[config.mk]
export PLATFORM = sky130hd
export DESIGN_NAME = usdb_data_buffer
export DESIGN_NICKNAME = d
export VERILOG_FILES = /design/src/core/usdb_pkg.sv /design/src/core/usdb_rx_if.sv /design/src/core/usdb_data_buffer.sv /design/src/core/usdb_rx_fifo.sv
export SDC_FILE = /design/constraint.sdc
export NUM_CORES = 1
export LEC_CHECK = 0
export ABC_CLOCK_PERIOD_IN_PS = 5300
export BUFFER_PORTS_ARGS = -buffer_cell sky130_fd_sc_hd__buf_2
export CORE_AREA = 2 2 98 137
export CTS_CLUSTER_SIZE = 30
export DETAILED_ROUTE_END_ITERATION = 10
export DIE_AREA = 0 0 100 139
export HOLD_SLACK_MARGIN = 0.06
export PLACE_DENSITY = 0.68
export RECOVER_POWER = 50
export SLEW_MARGIN = 20
export SYNTH_ARGS = -nofsm -noshare
export SYNTH_HDL_FRONTEND = slang
export SYNTH_SLANG_ARGS = --single-unit
[constraint.sdc]
create_clock -name clk -period 5.3 [get_ports clk]
set_input_delay 0.265 -clock clk [delete_from_list [all_inputs] [get_ports clk]]
set_output_delay 0.265 -clock clk [all_outputs]
set_load 0.05 [all_outputs]
[src/core/usdb_pkg.sv]
// Constants, register map and types of the serial data buffer block
package usdb_pkg;
   // ==========================================================
   // Register offsets
   localparam int ADDR_W = 4;
   localparam logic [3:0] OFS_DATA = 4'h0;
   localparam logic [3:0] OFS_STAT_A = 4'h1;
   localparam logic [3:0] OFS_CTRL_B = 4'h2;
   localparam logic [3:0] OFS_CTRL_C = 4'h3;
   localparam logic [3:0] OFS_BAUD_L = 4'h4;
   localparam logic [3:0] OFS_BAUD_H = 4'h5;
   localparam logic [3:0] OFS_IRQ_STAT = 4'h6;
   localparam logic [3:0] OFS_IRQ_CLR = 4'h7;
   localparam logic [3:0] OFS_IRQ_EN = 4'h8;
   // ==========================================================
   // Field positions
   localparam int B_RXC = 7;
   localparam int B_TXE = 5;
   localparam int B_OVR = 3;
   localparam int B_DBL = 1;
   localparam int B_RXCIE = 7;
   localparam int B_RXEN = 4;
   localparam int B_TXEN = 3;
   localparam int B_SIZE2 = 2;
   localparam int B_RX9 = 1;
   localparam int B_TX9 = 0;
   localparam int B_EV_RX = 0;
   localparam int B_EV_TX = 1;
   localparam int B_EV_OVR = 2;
   // ==========================================================
   // Reset values
   localparam logic [2:0] RST_SIZE = 3'h3;
   localparam logic [11:0] RST_BAUD = 12'h000;
   localparam logic RST_TX_FULL = 1'b0;
   // ==========================================================
   // Timing: last tick of a bit and the mid-bit sample tick
   localparam logic [3:0] LAST_NORMAL = 4'hf;
   localparam logic [3:0] LAST_DOUBLE = 4'h7;
   localparam logic [3:0] MID_NORMAL = 4'h7;
   localparam logic [3:0] MID_DOUBLE = 4'h3;
   // ==========================================================
   // State machines
   typedef enum logic [1:0] {
      TX_IDLE = 2'b00, TX_START = 2'b01, TX_DATA = 2'b10, TX_STOP = 2'b11
   } usdb_tx_state_type;
   typedef enum logic [1:0] {
      RX_IDLE = 2'b00, RX_START = 2'b01, RX_DATA = 2'b10, RX_STOP = 2'b11
   } usdb_rx_state_type;
   // Data bits of a character from the size code
   function automatic logic [3:0] usdb_bits(input logic [2:0] code);
      usdb_bits = (code == 3'h7) ? 4'h9 : {2'b01, code[1:0]} + 4'h1;
   endfunction : usdb_bits
   // Mask that keeps only the bits of a character
   function automatic logic [8:0] usdb_mask(input logic [2:0] code);
      usdb_mask = ~(9'h1ff << usdb_bits(code));
   endfunction : usdb_mask
endpackage : usdb_pkg

[src/core/usdb_rx_if.sv]
// Interface between the receive logic and its holding FIFO
`timescale 1ns/1ps
interface usdb_rx_if #(parameter int WIDTH = 9);
   logic push;
   logic [WIDTH-1:0] pushData;
   logic pop;
   logic flush;
   logic [WIDTH-1:0] headData;
   logic empty;
   logic full;
   modport store (input push, pushData, pop, flush,
                  output headData, empty, full);
   modport user (output push, pushData, pop, flush,
                 input headData, empty, full);
endinterface : usdb_rx_if

[src/core/usdb_data_buffer.sv]
// Serial port data buffer: shared data location, transmit hand-off,
// receive FIFO, flags, interrupt and register port
//
// Contract
// RL1 - One data location: writes go to the transmit holding buffer, reads return the receive FIFO head.
// RL2 - Short characters drop the unused upper bits on transmit and read them as zero on receive.
// RL3 - A data write is taken only while the transmit-empty flag is set, otherwise discarded.
// RL4 - With the transmitter enabled, held data moves into an empty shift register and is sent on txd.
// RL5 - The receive holding buffer is a two-deep FIFO and every data read advances it.
// RL6 - Software avoids bit set/clear and takes care with bit tests on the data location.
// RL7 - The receive-complete flag in status A bit 7 is high exactly while the FIFO holds data.
// RL8 - Disabling the receiver flushes the FIFO so the receive-complete flag reads zero.
// RL9 - The receive-complete flag, gated by its enable, requests an interrupt.
// RL10 - The transmit-empty flag is set after reset.
// RL11 - Overrun is flagged when the FIFO is full, a character waits and a new start bit comes.
// RL12 - Software reads the ninth received bit before the low eight bits.
// RL13 - The double-speed bit shortens a bit from 16 to 8 baud ticks.
// RL14 - A taken write clears the transmit-empty flag until the data reaches the shift register.
//
// Decided for this implementation: the placing of the registers and the plain strobed port.
`timescale 1ns/1ps
module usdb_data_buffer #(
   parameter int FIFO_DEPTH = 2
) (
   // Clock and reset
   input wire logic clk,
   input wire logic rst_n,
   // Register port
   input wire logic [usdb_pkg::ADDR_W-1:0] regAddr,
   input wire logic [7:0] regWdata,
   input wire logic regWr,
   input wire logic regRd,
   output logic [7:0] regRdata,
   // Serial lines
   output logic txd,
   input wire logic rxd,
   // Interrupt
   output logic irq
);
   import usdb_pkg::*;
   // Refused at elaboration: the overrun logic assumes exactly two slots
   if (FIFO_DEPTH != 2) begin : g_badDepth
      $error("usdb_data_buffer: FIFO_DEPTH must be 2");
   end

   // ==========================================================
   // Declarations
   usdb_rx_if #(.WIDTH(9)) rxq ();
   logic dbl_q, rxcie_q, rxEn_q, txEn_q, tx9_q;
   logic [2:0] size_q;
   logic [11:0] baud_q, baudCnt_q;
   logic [2:0] irqStat_q, irqEn_q;
   logic txFull_q, overrun_q;
   logic [8:0] txHold_q, txShift_q, rxShift_q, rxWait_q;
   logic rxWaitValid_q;
   logic [3:0] txPhase_q, txBit_q, rxPhase_q, rxBit_q;
   usdb_tx_state_type txState_q;
   usdb_rx_state_type rxState_q;
   logic [7:0] regRdata_d;
   logic txd_d;

   // ==========================================================
   // Address decode
   wire selData = (regAddr == OFS_DATA);
   wire wrData = regWr && selData;
   wire rdData = regRd && selData; // [RL1]
   wire wrStatA = regWr && (regAddr == OFS_STAT_A);
   wire wrCtrlB = regWr && (regAddr == OFS_CTRL_B);
   wire wrCtrlC = regWr && (regAddr == OFS_CTRL_C);
   wire wrBaudL = regWr && (regAddr == OFS_BAUD_L);
   wire wrBaudH = regWr && (regAddr == OFS_BAUD_H);
   wire wrIrqClr = regWr && (regAddr == OFS_IRQ_CLR);
   wire wrIrqEn = regWr && (regAddr == OFS_IRQ_EN);

   // ==========================================================
   // Baud timing
   wire baudTick = (baudCnt_q == baud_q);
   wire [3:0] bitLast = dbl_q ? LAST_DOUBLE : LAST_NORMAL; // [RL13]
   wire [3:0] bitMid = dbl_q ? MID_DOUBLE : MID_NORMAL; // [RL13]
   wire [3:0] nBits = usdb_bits(size_q);
   wire [8:0] sizeMask = usdb_mask(size_q);
   wire txBitEnd = baudTick && (txPhase_q == bitLast);
   wire rxBitEnd = baudTick && (rxPhase_q == bitLast);
   wire rxMid = baudTick && (rxPhase_q == bitMid);

   // Divider free-runs so both directions share one tick
   always_ff @(posedge clk or negedge rst_n) begin
      if (!rst_n) baudCnt_q <= '0;
      else baudCnt_q <= baudTick ? 12'h000 : baudCnt_q + 12'h001;
   end

   // ==========================================================
   // Transmit holding buffer and hand-off
   wire txEmpty = !txFull_q;
   wire txTake = wrData && txEmpty; // [RL3]
   wire txLoad = txFull_q && txEn_q && (txState_q == TX_IDLE); // [RL4]

   // Take is tested first; a load never meets it in one cycle, since a write
   // there is refused anyway by the full flag
   always_ff @(posedge clk or negedge rst_n) begin
      if (!rst_n) begin
         txFull_q <= RST_TX_FULL; // [RL10]
         txHold_q <= '0;
      end else if (txTake) begin
         txFull_q <= 1'b1; // [RL14]
         txHold_q <= {tx9_q, regWdata} & sizeMask; // [RL2]
      end else if (txLoad) begin
         txFull_q <= 1'b0; // [RL14]
      end
   end

   // ==========================================================
   // Transmit shift register: start, data LSB first, one stop bit.
   // A frame under way always finishes even if the enable drops.
   always_ff @(posedge clk or negedge rst_n) begin
      if (!rst_n) begin
         txState_q <= TX_IDLE;
         txShift_q <= '0;
         txPhase_q <= '0;
         txBit_q <= '0;
      end else begin
         if (txState_q == TX_IDLE) txPhase_q <= '0;
         else if (baudTick) txPhase_q <= txBitEnd ? 4'h0 : txPhase_q + 4'h1;
         case (txState_q)
            TX_IDLE: begin
               if (txLoad) begin
                  txShift_q <= txHold_q; // [RL4]
                  txState_q <= TX_START;
               end
            end
            TX_START: begin
               txBit_q <= '0;
               if (txBitEnd) txState_q <= TX_DATA;
            end
            TX_DATA: begin
               if (txBitEnd) begin
                  txShift_q <= {1'b0, txShift_q[8:1]};
                  txBit_q <= txBit_q + 4'h1;
                  if (txBit_q == nBits - 4'h1) txState_q <= TX_STOP;
               end
            end
            TX_STOP: begin
               if (txBitEnd) txState_q <= TX_IDLE;
            end
            default: txState_q <= TX_IDLE;
         endcase
      end
   end

   // Line level; idle high
   assign txd_d = (txState_q == TX_START) ? 1'b0 :
                  (txState_q == TX_DATA) ? txShift_q[0] : 1'b1;

   // ==========================================================
   // Receive shift register
   wire rxStart = rxEn_q && (rxState_q == RX_IDLE) && !rxd;
   wire rxDone = (rxState_q == RX_STOP) && rxMid;
   wire [8:0] rxAligned = rxShift_q >> (4'h9 - nBits);

   always_ff @(posedge clk or negedge rst_n) begin
      if (!rst_n) begin
         rxState_q <= RX_IDLE;
         rxShift_q <= '0;
         rxPhase_q <= '0;
         rxBit_q <= '0;
      end else if (!rxEn_q) begin
         rxState_q <= RX_IDLE;
         rxPhase_q <= '0;
      end else begin
         if (rxState_q == RX_IDLE) rxPhase_q <= '0;
         else if (baudTick) rxPhase_q <= rxBitEnd ? 4'h0 : rxPhase_q + 4'h1;
         case (rxState_q)
            RX_IDLE: begin
               rxBit_q <= '0;
               if (rxStart) rxState_q <= RX_START;
            end
            RX_START: begin
               // A glitch shorter than half a bit is no start
               if (rxMid && rxd) rxState_q <= RX_IDLE;
               else if (rxBitEnd) rxState_q <= RX_DATA;
            end
            RX_DATA: begin
               if (rxMid) rxShift_q <= {rxd, rxShift_q[8:1]};
               if (rxBitEnd) begin
                  rxBit_q <= rxBit_q + 4'h1;
                  if (rxBit_q == nBits - 4'h1) rxState_q <= RX_STOP;
               end
            end
            RX_STOP: begin
               // Back to idle at mid stop so a new start is caught
               if (rxMid) rxState_q <= RX_IDLE;
            end
            default: rxState_q <= RX_IDLE;
         endcase
      end
   end

   // ==========================================================
   // Waiting character, FIFO and overrun
   wire overrunEv = rxStart && rxq.full && rxWaitValid_q; // [RL11]
   assign rxq.push = rxWaitValid_q && !rxq.full && rxEn_q;
   assign rxq.pushData = rxWait_q;
   assign rxq.pop = rdData; // [RL5]
   assign rxq.flush = !rxEn_q; // [RL8]

   // A character that finds the waiting slot taken replaces it
   always_ff @(posedge clk or negedge rst_n) begin
      if (!rst_n) begin
         rxWaitValid_q <= 1'b0;
         rxWait_q <= '0;
      end else if (!rxEn_q) begin
         rxWaitValid_q <= 1'b0; // [RL8]
      end else if (rxDone) begin
         rxWaitValid_q <= 1'b1;
         rxWait_q <= rxAligned & sizeMask; // [RL2]
      end else if (rxq.push) begin
         rxWaitValid_q <= 1'b0;
      end
   end

   // Overrun lives until the data location is read or the receiver is disabled; a new event wins
   always_ff @(posedge clk or negedge rst_n) begin
      if (!rst_n) overrun_q <= 1'b0;
      else if (overrunEv) overrun_q <= 1'b1; // [RL11]
      else if (rdData || !rxEn_q) overrun_q <= 1'b0;
   end

   usdb_rx_fifo #(.WIDTH(9), .DEPTH(FIFO_DEPTH)) u_fifo (
      .clk(clk),
      .rst_n(rst_n),
      .rx(rxq)
   );

   // ==========================================================
   // Control registers
   always_ff @(posedge clk or negedge rst_n) begin
      if (!rst_n) begin
         dbl_q <= 1'b0;
         rxcie_q <= 1'b0;
         rxEn_q <= 1'b0;
         txEn_q <= 1'b0;
         tx9_q <= 1'b0;
         size_q <= RST_SIZE;
         baud_q <= RST_BAUD;
         irqEn_q <= '0;
      end else begin
         if (wrStatA) dbl_q <= regWdata[B_DBL];
         if (wrCtrlB) begin
            rxcie_q <= regWdata[B_RXCIE];
            rxEn_q <= regWdata[B_RXEN];
            txEn_q <= regWdata[B_TXEN];
            size_q[2] <= regWdata[B_SIZE2];
            tx9_q <= regWdata[B_TX9];
         end
         if (wrCtrlC) size_q[1:0] <= regWdata[2:1];
         if (wrBaudL) baud_q[7:0] <= regWdata;
         if (wrBaudH) baud_q[11:8] <= regWdata[3:0];
         if (wrIrqEn) irqEn_q <= regWdata[2:0];
      end
   end

   // ==========================================================
   // Sticky events and interrupt; set wins over a clear
   wire rxComplete = !rxq.empty; // [RL7]
   wire [2:0] events = {overrunEv, txLoad, rxq.push};
   wire [2:0] irqClr = wrIrqClr ? regWdata[2:0] : 3'h0;
   wire [2:0] irqStat_d = (irqStat_q & ~irqClr) | events;
   wire irq_d = (|(irqStat_d & irqEn_q)) || (rxComplete && rxcie_q); // [RL9]

   always_ff @(posedge clk or negedge rst_n) begin
      if (!rst_n) begin
         irqStat_q <= '0;
         irq <= 1'b0;
         txd <= 1'b1;
      end else begin
         irqStat_q <= irqStat_d;
         irq <= irq_d;
         txd <= txd_d;
      end
   end

   // ==========================================================
   // Read data; unmapped and write-only locations read zero.
   // FIFO storage has no reset, so an empty FIFO reads as zero.
   wire [8:0] rxHead = rxq.empty ? 9'h000 : rxq.headData;
   always_comb begin
      regRdata_d = 8'h00;
      if (selData) begin
         regRdata_d = rxHead[7:0]; // [RL1]
      end else if (regAddr == OFS_STAT_A) begin
         regRdata_d[B_RXC] = rxComplete; // [RL7]
         regRdata_d[B_TXE] = txEmpty;
         regRdata_d[B_OVR] = overrun_q;
         regRdata_d[B_DBL] = dbl_q;
      end else if (regAddr == OFS_CTRL_B) begin
         regRdata_d = {rxcie_q, 2'b00, rxEn_q, txEn_q, size_q[2],
                       rxHead[8], tx9_q};
      end else if (regAddr == OFS_CTRL_C) begin
         regRdata_d = {5'h00, size_q[1:0], 1'b0};
      end else if (regAddr == OFS_BAUD_L) begin
         regRdata_d = baud_q[7:0];
      end else if (regAddr == OFS_BAUD_H) begin
         regRdata_d = {4'h0, baud_q[11:8]};
      end else if (regAddr == OFS_IRQ_STAT) begin
         regRdata_d = {5'h00, irqStat_q};
      end else if (regAddr == OFS_IRQ_EN) begin
         regRdata_d = {5'h00, irqEn_q};
      end
   end

   // Read data stand only in the cycle after the strobe
   always_ff @(posedge clk or negedge rst_n) begin
      if (!rst_n) regRdata <= 8'h00;
      else regRdata <= regRd ? regRdata_d : 8'h00;
   end
endmodule : usdb_data_buffer

[src/core/usdb_rx_fifo.sv]
// Receive holding FIFO
`timescale 1ns/1ps
module usdb_rx_fifo #(
   parameter int WIDTH = 9,
   parameter int DEPTH = 2
) (
   // Clock and reset
   input wire logic clk,
   input wire logic rst_n,
   // FIFO side of the receive interface
   usdb_rx_if.store rx
);
   localparam int PW = (DEPTH > 1) ? $clog2(DEPTH) : 1;
   localparam int CW = $clog2(DEPTH + 1);
   localparam logic [CW-1:0] CNT_ONE = CW'(1);
   localparam logic [CW-1:0] CNT_MAX = CW'(DEPTH);
   // Pointers wrap by overflow, so the depth must be a power of two
   if (DEPTH < 2 || (DEPTH & (DEPTH - 1)) != 0 || WIDTH < 1) begin : g_badParams
      $error("usdb_rx_fifo: DEPTH must be a power of two >= 2");
   end
   logic [WIDTH-1:0] mem [DEPTH];
   logic [PW-1:0] wrPtr_q;
   logic [PW-1:0] rdPtr_q;
   logic [CW-1:0] count_q;
   wire doPush = rx.push && (count_q != CNT_MAX);
   wire doPop = rx.pop && (count_q != '0);
   assign rx.empty = (count_q == '0);
   assign rx.full = (count_q == CNT_MAX);
   assign rx.headData = mem[rdPtr_q];
   // Pointers and fill level; flush empties at once
   always_ff @(posedge clk or negedge rst_n) begin
      if (!rst_n) begin
         wrPtr_q <= '0;
         rdPtr_q <= '0;
         count_q <= '0;
      end else if (rx.flush) begin
         wrPtr_q <= '0;
         rdPtr_q <= '0;
         count_q <= '0;
      end else begin
         wrPtr_q <= wrPtr_q + PW'(doPush);
         rdPtr_q <= rdPtr_q + PW'(doPop);
         if (doPush && !doPop) count_q <= count_q + CNT_ONE;
         else if (doPop && !doPush) count_q <= count_q - CNT_ONE;
      end
   end
   // Storage needs no reset; an empty FIFO is never read as valid
   always_ff @(posedge clk) begin
      if (doPush) mem[wrPtr_q] <= rx.pushData;
   end
endmodule : usdb_rx_fifo

==> key figures <==
Floorplanning
  • Die Width: 100 um
  • Die Span Y: 139 um
  • # rows: 49
  • Initial Utilization: 0.5062
  • Core Region: 12750 um2
  • Top Ports: 27
  • Die area: 13900 um2

Critical path
  • Levels on crit path: 7
  • CP top delay family: simple AND/OR/NAND/NOR gates
  • Worst-path cell chain: xor2_1 > nor4_1 > and3_1 > clkbuf_1 > nand2_1 > a211oi_1 > a21o_1
  • Largest fanout on the critical path: 27
  • R2R cell count: 7
  • Kind of critical path: flop to flop
  • WP data required: between 5 and 6 ns
  • CP peak stage delay: around 0.99 ns
  • Critical Path AT: 4.00 ns
  • Buf/Inv on CP: 1
  • RR Startpoint: baudCnt_q[2]
  • Critical path capture point type: flop
  • Slowest-stage cell, CP: clkbuf_1
  • Worst Setup SP: baudCnt_q[2]
  • Worst Setup Start Kind: flop

Place
  • Port Buffers: 26
  • Dpl cell area: between 6000 and 7000 um2
  • GP Congestion: ~0.86
  • Inst Count DP: 753
  • HPWL after detailed placement: 10150 um

Pwr
  • Power per cell area: about 440 nW/um2
  • VDD IR max: approximately 0.19 mV
  • Static Leak: around 3.2 nW

Yosys
  • Post-Syn Nets: 634
  • Flops & latches, synth: 129
  • Netlist cell types: 58
  • Yosys warns: 0
  • Number of synthesized flops with an enable pin: 18
  • Post-Synthesis Cells: 599
  • Synthesized cell area: 6455 um2
  • Post-synth ARST share: 0.8605
  • Sequential element share of the synthesized area: 0.5146
  • Top_reg_cell synth: dfrtp_1
  • Mean Syn Cell Area: 10.78 um2

Cells and area
  • Share of layout cells above drive strength 1: 0.1359
  • Finished Cell Area: 7257 um2
  • Commonest non-fill, non-tap cell in the layout: dfrtp_1
  • # diodes: 0
  • Nets@finish: 655
  • Finished Layout Cells: 786
  • Area growth syn-to-layout: 12.42%
  • Commonest cells after routing, fill and taps aside: 108 x dfrtp_1, 62 x nand2_1, 47 x nor2_1

Global routing
  • GR Overflow Total: 0
  • Antenna violations before repair: 0
  • Vias in the first global route: between 4000 and 5000
  • Tot GR Track Use: 0.2180
  • Largest net degree at the start of global routing: 62
  • First-pass GRT wire length: 23490 um

Clocking
  • Clock Tree Root: clkbuf_16
  • Total clock sinks: 129
  • Postcts setup bufs: 0
  • Post-CTS Hold Buffers: 1
  • Clock tree from TritonCTS: built
  • Worst-skew pair later-pin latency: 0.42 ns
  • CTS resizes: 0
  • Clock-pin slew on the worst setup and hold paths: approximately 0.060 ns
  • H-tree levels: 4
  • CTS buffer count: 17
  • Clock Tree Buf Depth: 2

Timing
  • Clock Skew: between 0.008 and 0.009 ns
  • Relative slew margins: -1.166
  • Final Hold Vio Count: 0
  • Setup Viol. Count Final: 0
  • FMAX: around 270 MHz
  • Final min period: 3.648 ns
  • Slew of the pin with the lowest slew margin: 3.249 ns
  • Max-slew violation count: 62
  • Final Cycle Share: 0.6882
  • Setup Total Neg Slack: 0 ns
  • RSZ-0062 raised after global routing: false

Hold path
  • Hold path start: regWdata[5]
  • Class of the worst hold path: input pin to flop
  • Worst hold path cell count: 2

Detailed routing
  • Drt wl/cell: 18.22 um
  • Drt initial violations: 274
  • WL final: ~14000 um
  • DR vias: 4562
  • ANT nets after route: 0
  • DRC violations left: 0
  • Drt first pass iters: 5
  • Post-DR vias/cell: a little under 6

Run
  • Max Cap Viol: 1

Outcome
  • Violated checks: max-capacitance violations, max-slew violations
  • Status: finished with violations
==> routing by layer <==
layer	share of wire	global-route usage	wire length, um
met1	0.41	0.2663	5902
met2	0.52	0.3620	7407
met3	0.037	0.04839	530
met4	0.034	0.1060	482
met5	0	0	0
==> sequential cells by signal (all words and copies together), names as in the netlist, 2 cells and up <==
signal          cells
u_fifo.count_q      2
rxState_q           2
u_fifo.mem         18
rxBit_q             4
size_q              3
rxShift_q           9
irqStat_q           3
txPhase_q           4
rxWait_q            9
baudCnt_q          12
rxPhase_q           4
txBit_q             4
baud_q             12
txState_q           2
regRdata            8
txShift_q           9
txHold_q            9
irqEn_q             3
==> report_power, final <==
| group | internal [mW] | switching (mW) |
|---|---|---|
| combinational | 0.285 | 0.422 |
| sequential | 1.16 | 0.150 |
| clock | 0.775 | 0.419 |
==> cells by family (layout without fill, tap and decap cells) <==
kind of cell               count (synthesis)  in the layout  share of synthesized area
DFF                                      129            129                     0.5146
and+or+nand+nor                          190            190                     0.1436
buffers and inverters                     45             79                    0.02985
AOI/OAI and AO/OA                        109            109                     0.1037
xor gates and xnor gates                  42             42                    0.05699
adders and majority gates                 18             18                    0.03489
muxes                                     66             66                     0.1163
==> final cells by class <==
type	count	area, um2
Clock buffer	23	478.0
Clock inverter	9	128.9
Fill cell	1071	5495
Inverter	18	67.56
Multi-Input combinational cell	425	2934
Sequential cell	129	3322
Tap cell	153	191.4
Timing Repair Buffer	29	135.1
==> through the flow <==
step                worst slack [ns]  hold WS (ns)  utilization  total power, mW
floorplan                      2.588      -0.03059            -            1.844
global placement               2.350        0.3962       0.5230            2.009
detailed placement             2.248        0.4064       0.5230            2.037
CTS                            2.228        0.1165       0.5713            3.240
global route                   1.094        0.1215       0.5691            3.380
finish                         1.652        0.1177       0.5691            3.217
==> path summary, 6_finish.rpt <==
kind	endpoint	slack, ns
worst max-delay path	rxWait_q[2]	1.65
worst min register to register	u_fifo.mem[0][0]	0.47
max in group asynchronous	txShift_q[1]	1.85
worst max register to register	rxWait_q[2]	1.65
min in group asynchronous	regRdata[1]	1.48
worst min-delay path	baud_q[5]	0.12
==> cells in the mapped netlist (all sizes together), types with 8 or more instances <==
cell type,instances,area (um2)
a211oi,8,60.06
a21oi,24,120.1
and3,13,81.33
clkbuf,20,75.07
dfrtp,108,2703
edfxtp,18,540.5
ha,18,225.2
inv,17,63.81
mux2,35,427.9
mux2i,30,300.3
nand2,63,244.0
nand3,19,95.09
nor2,47,176.4
o21ai,40,200.2
xnor2,8,70.07
xor2,34,297.8
No activity file was read; power rests on OpenSTA's default activity.
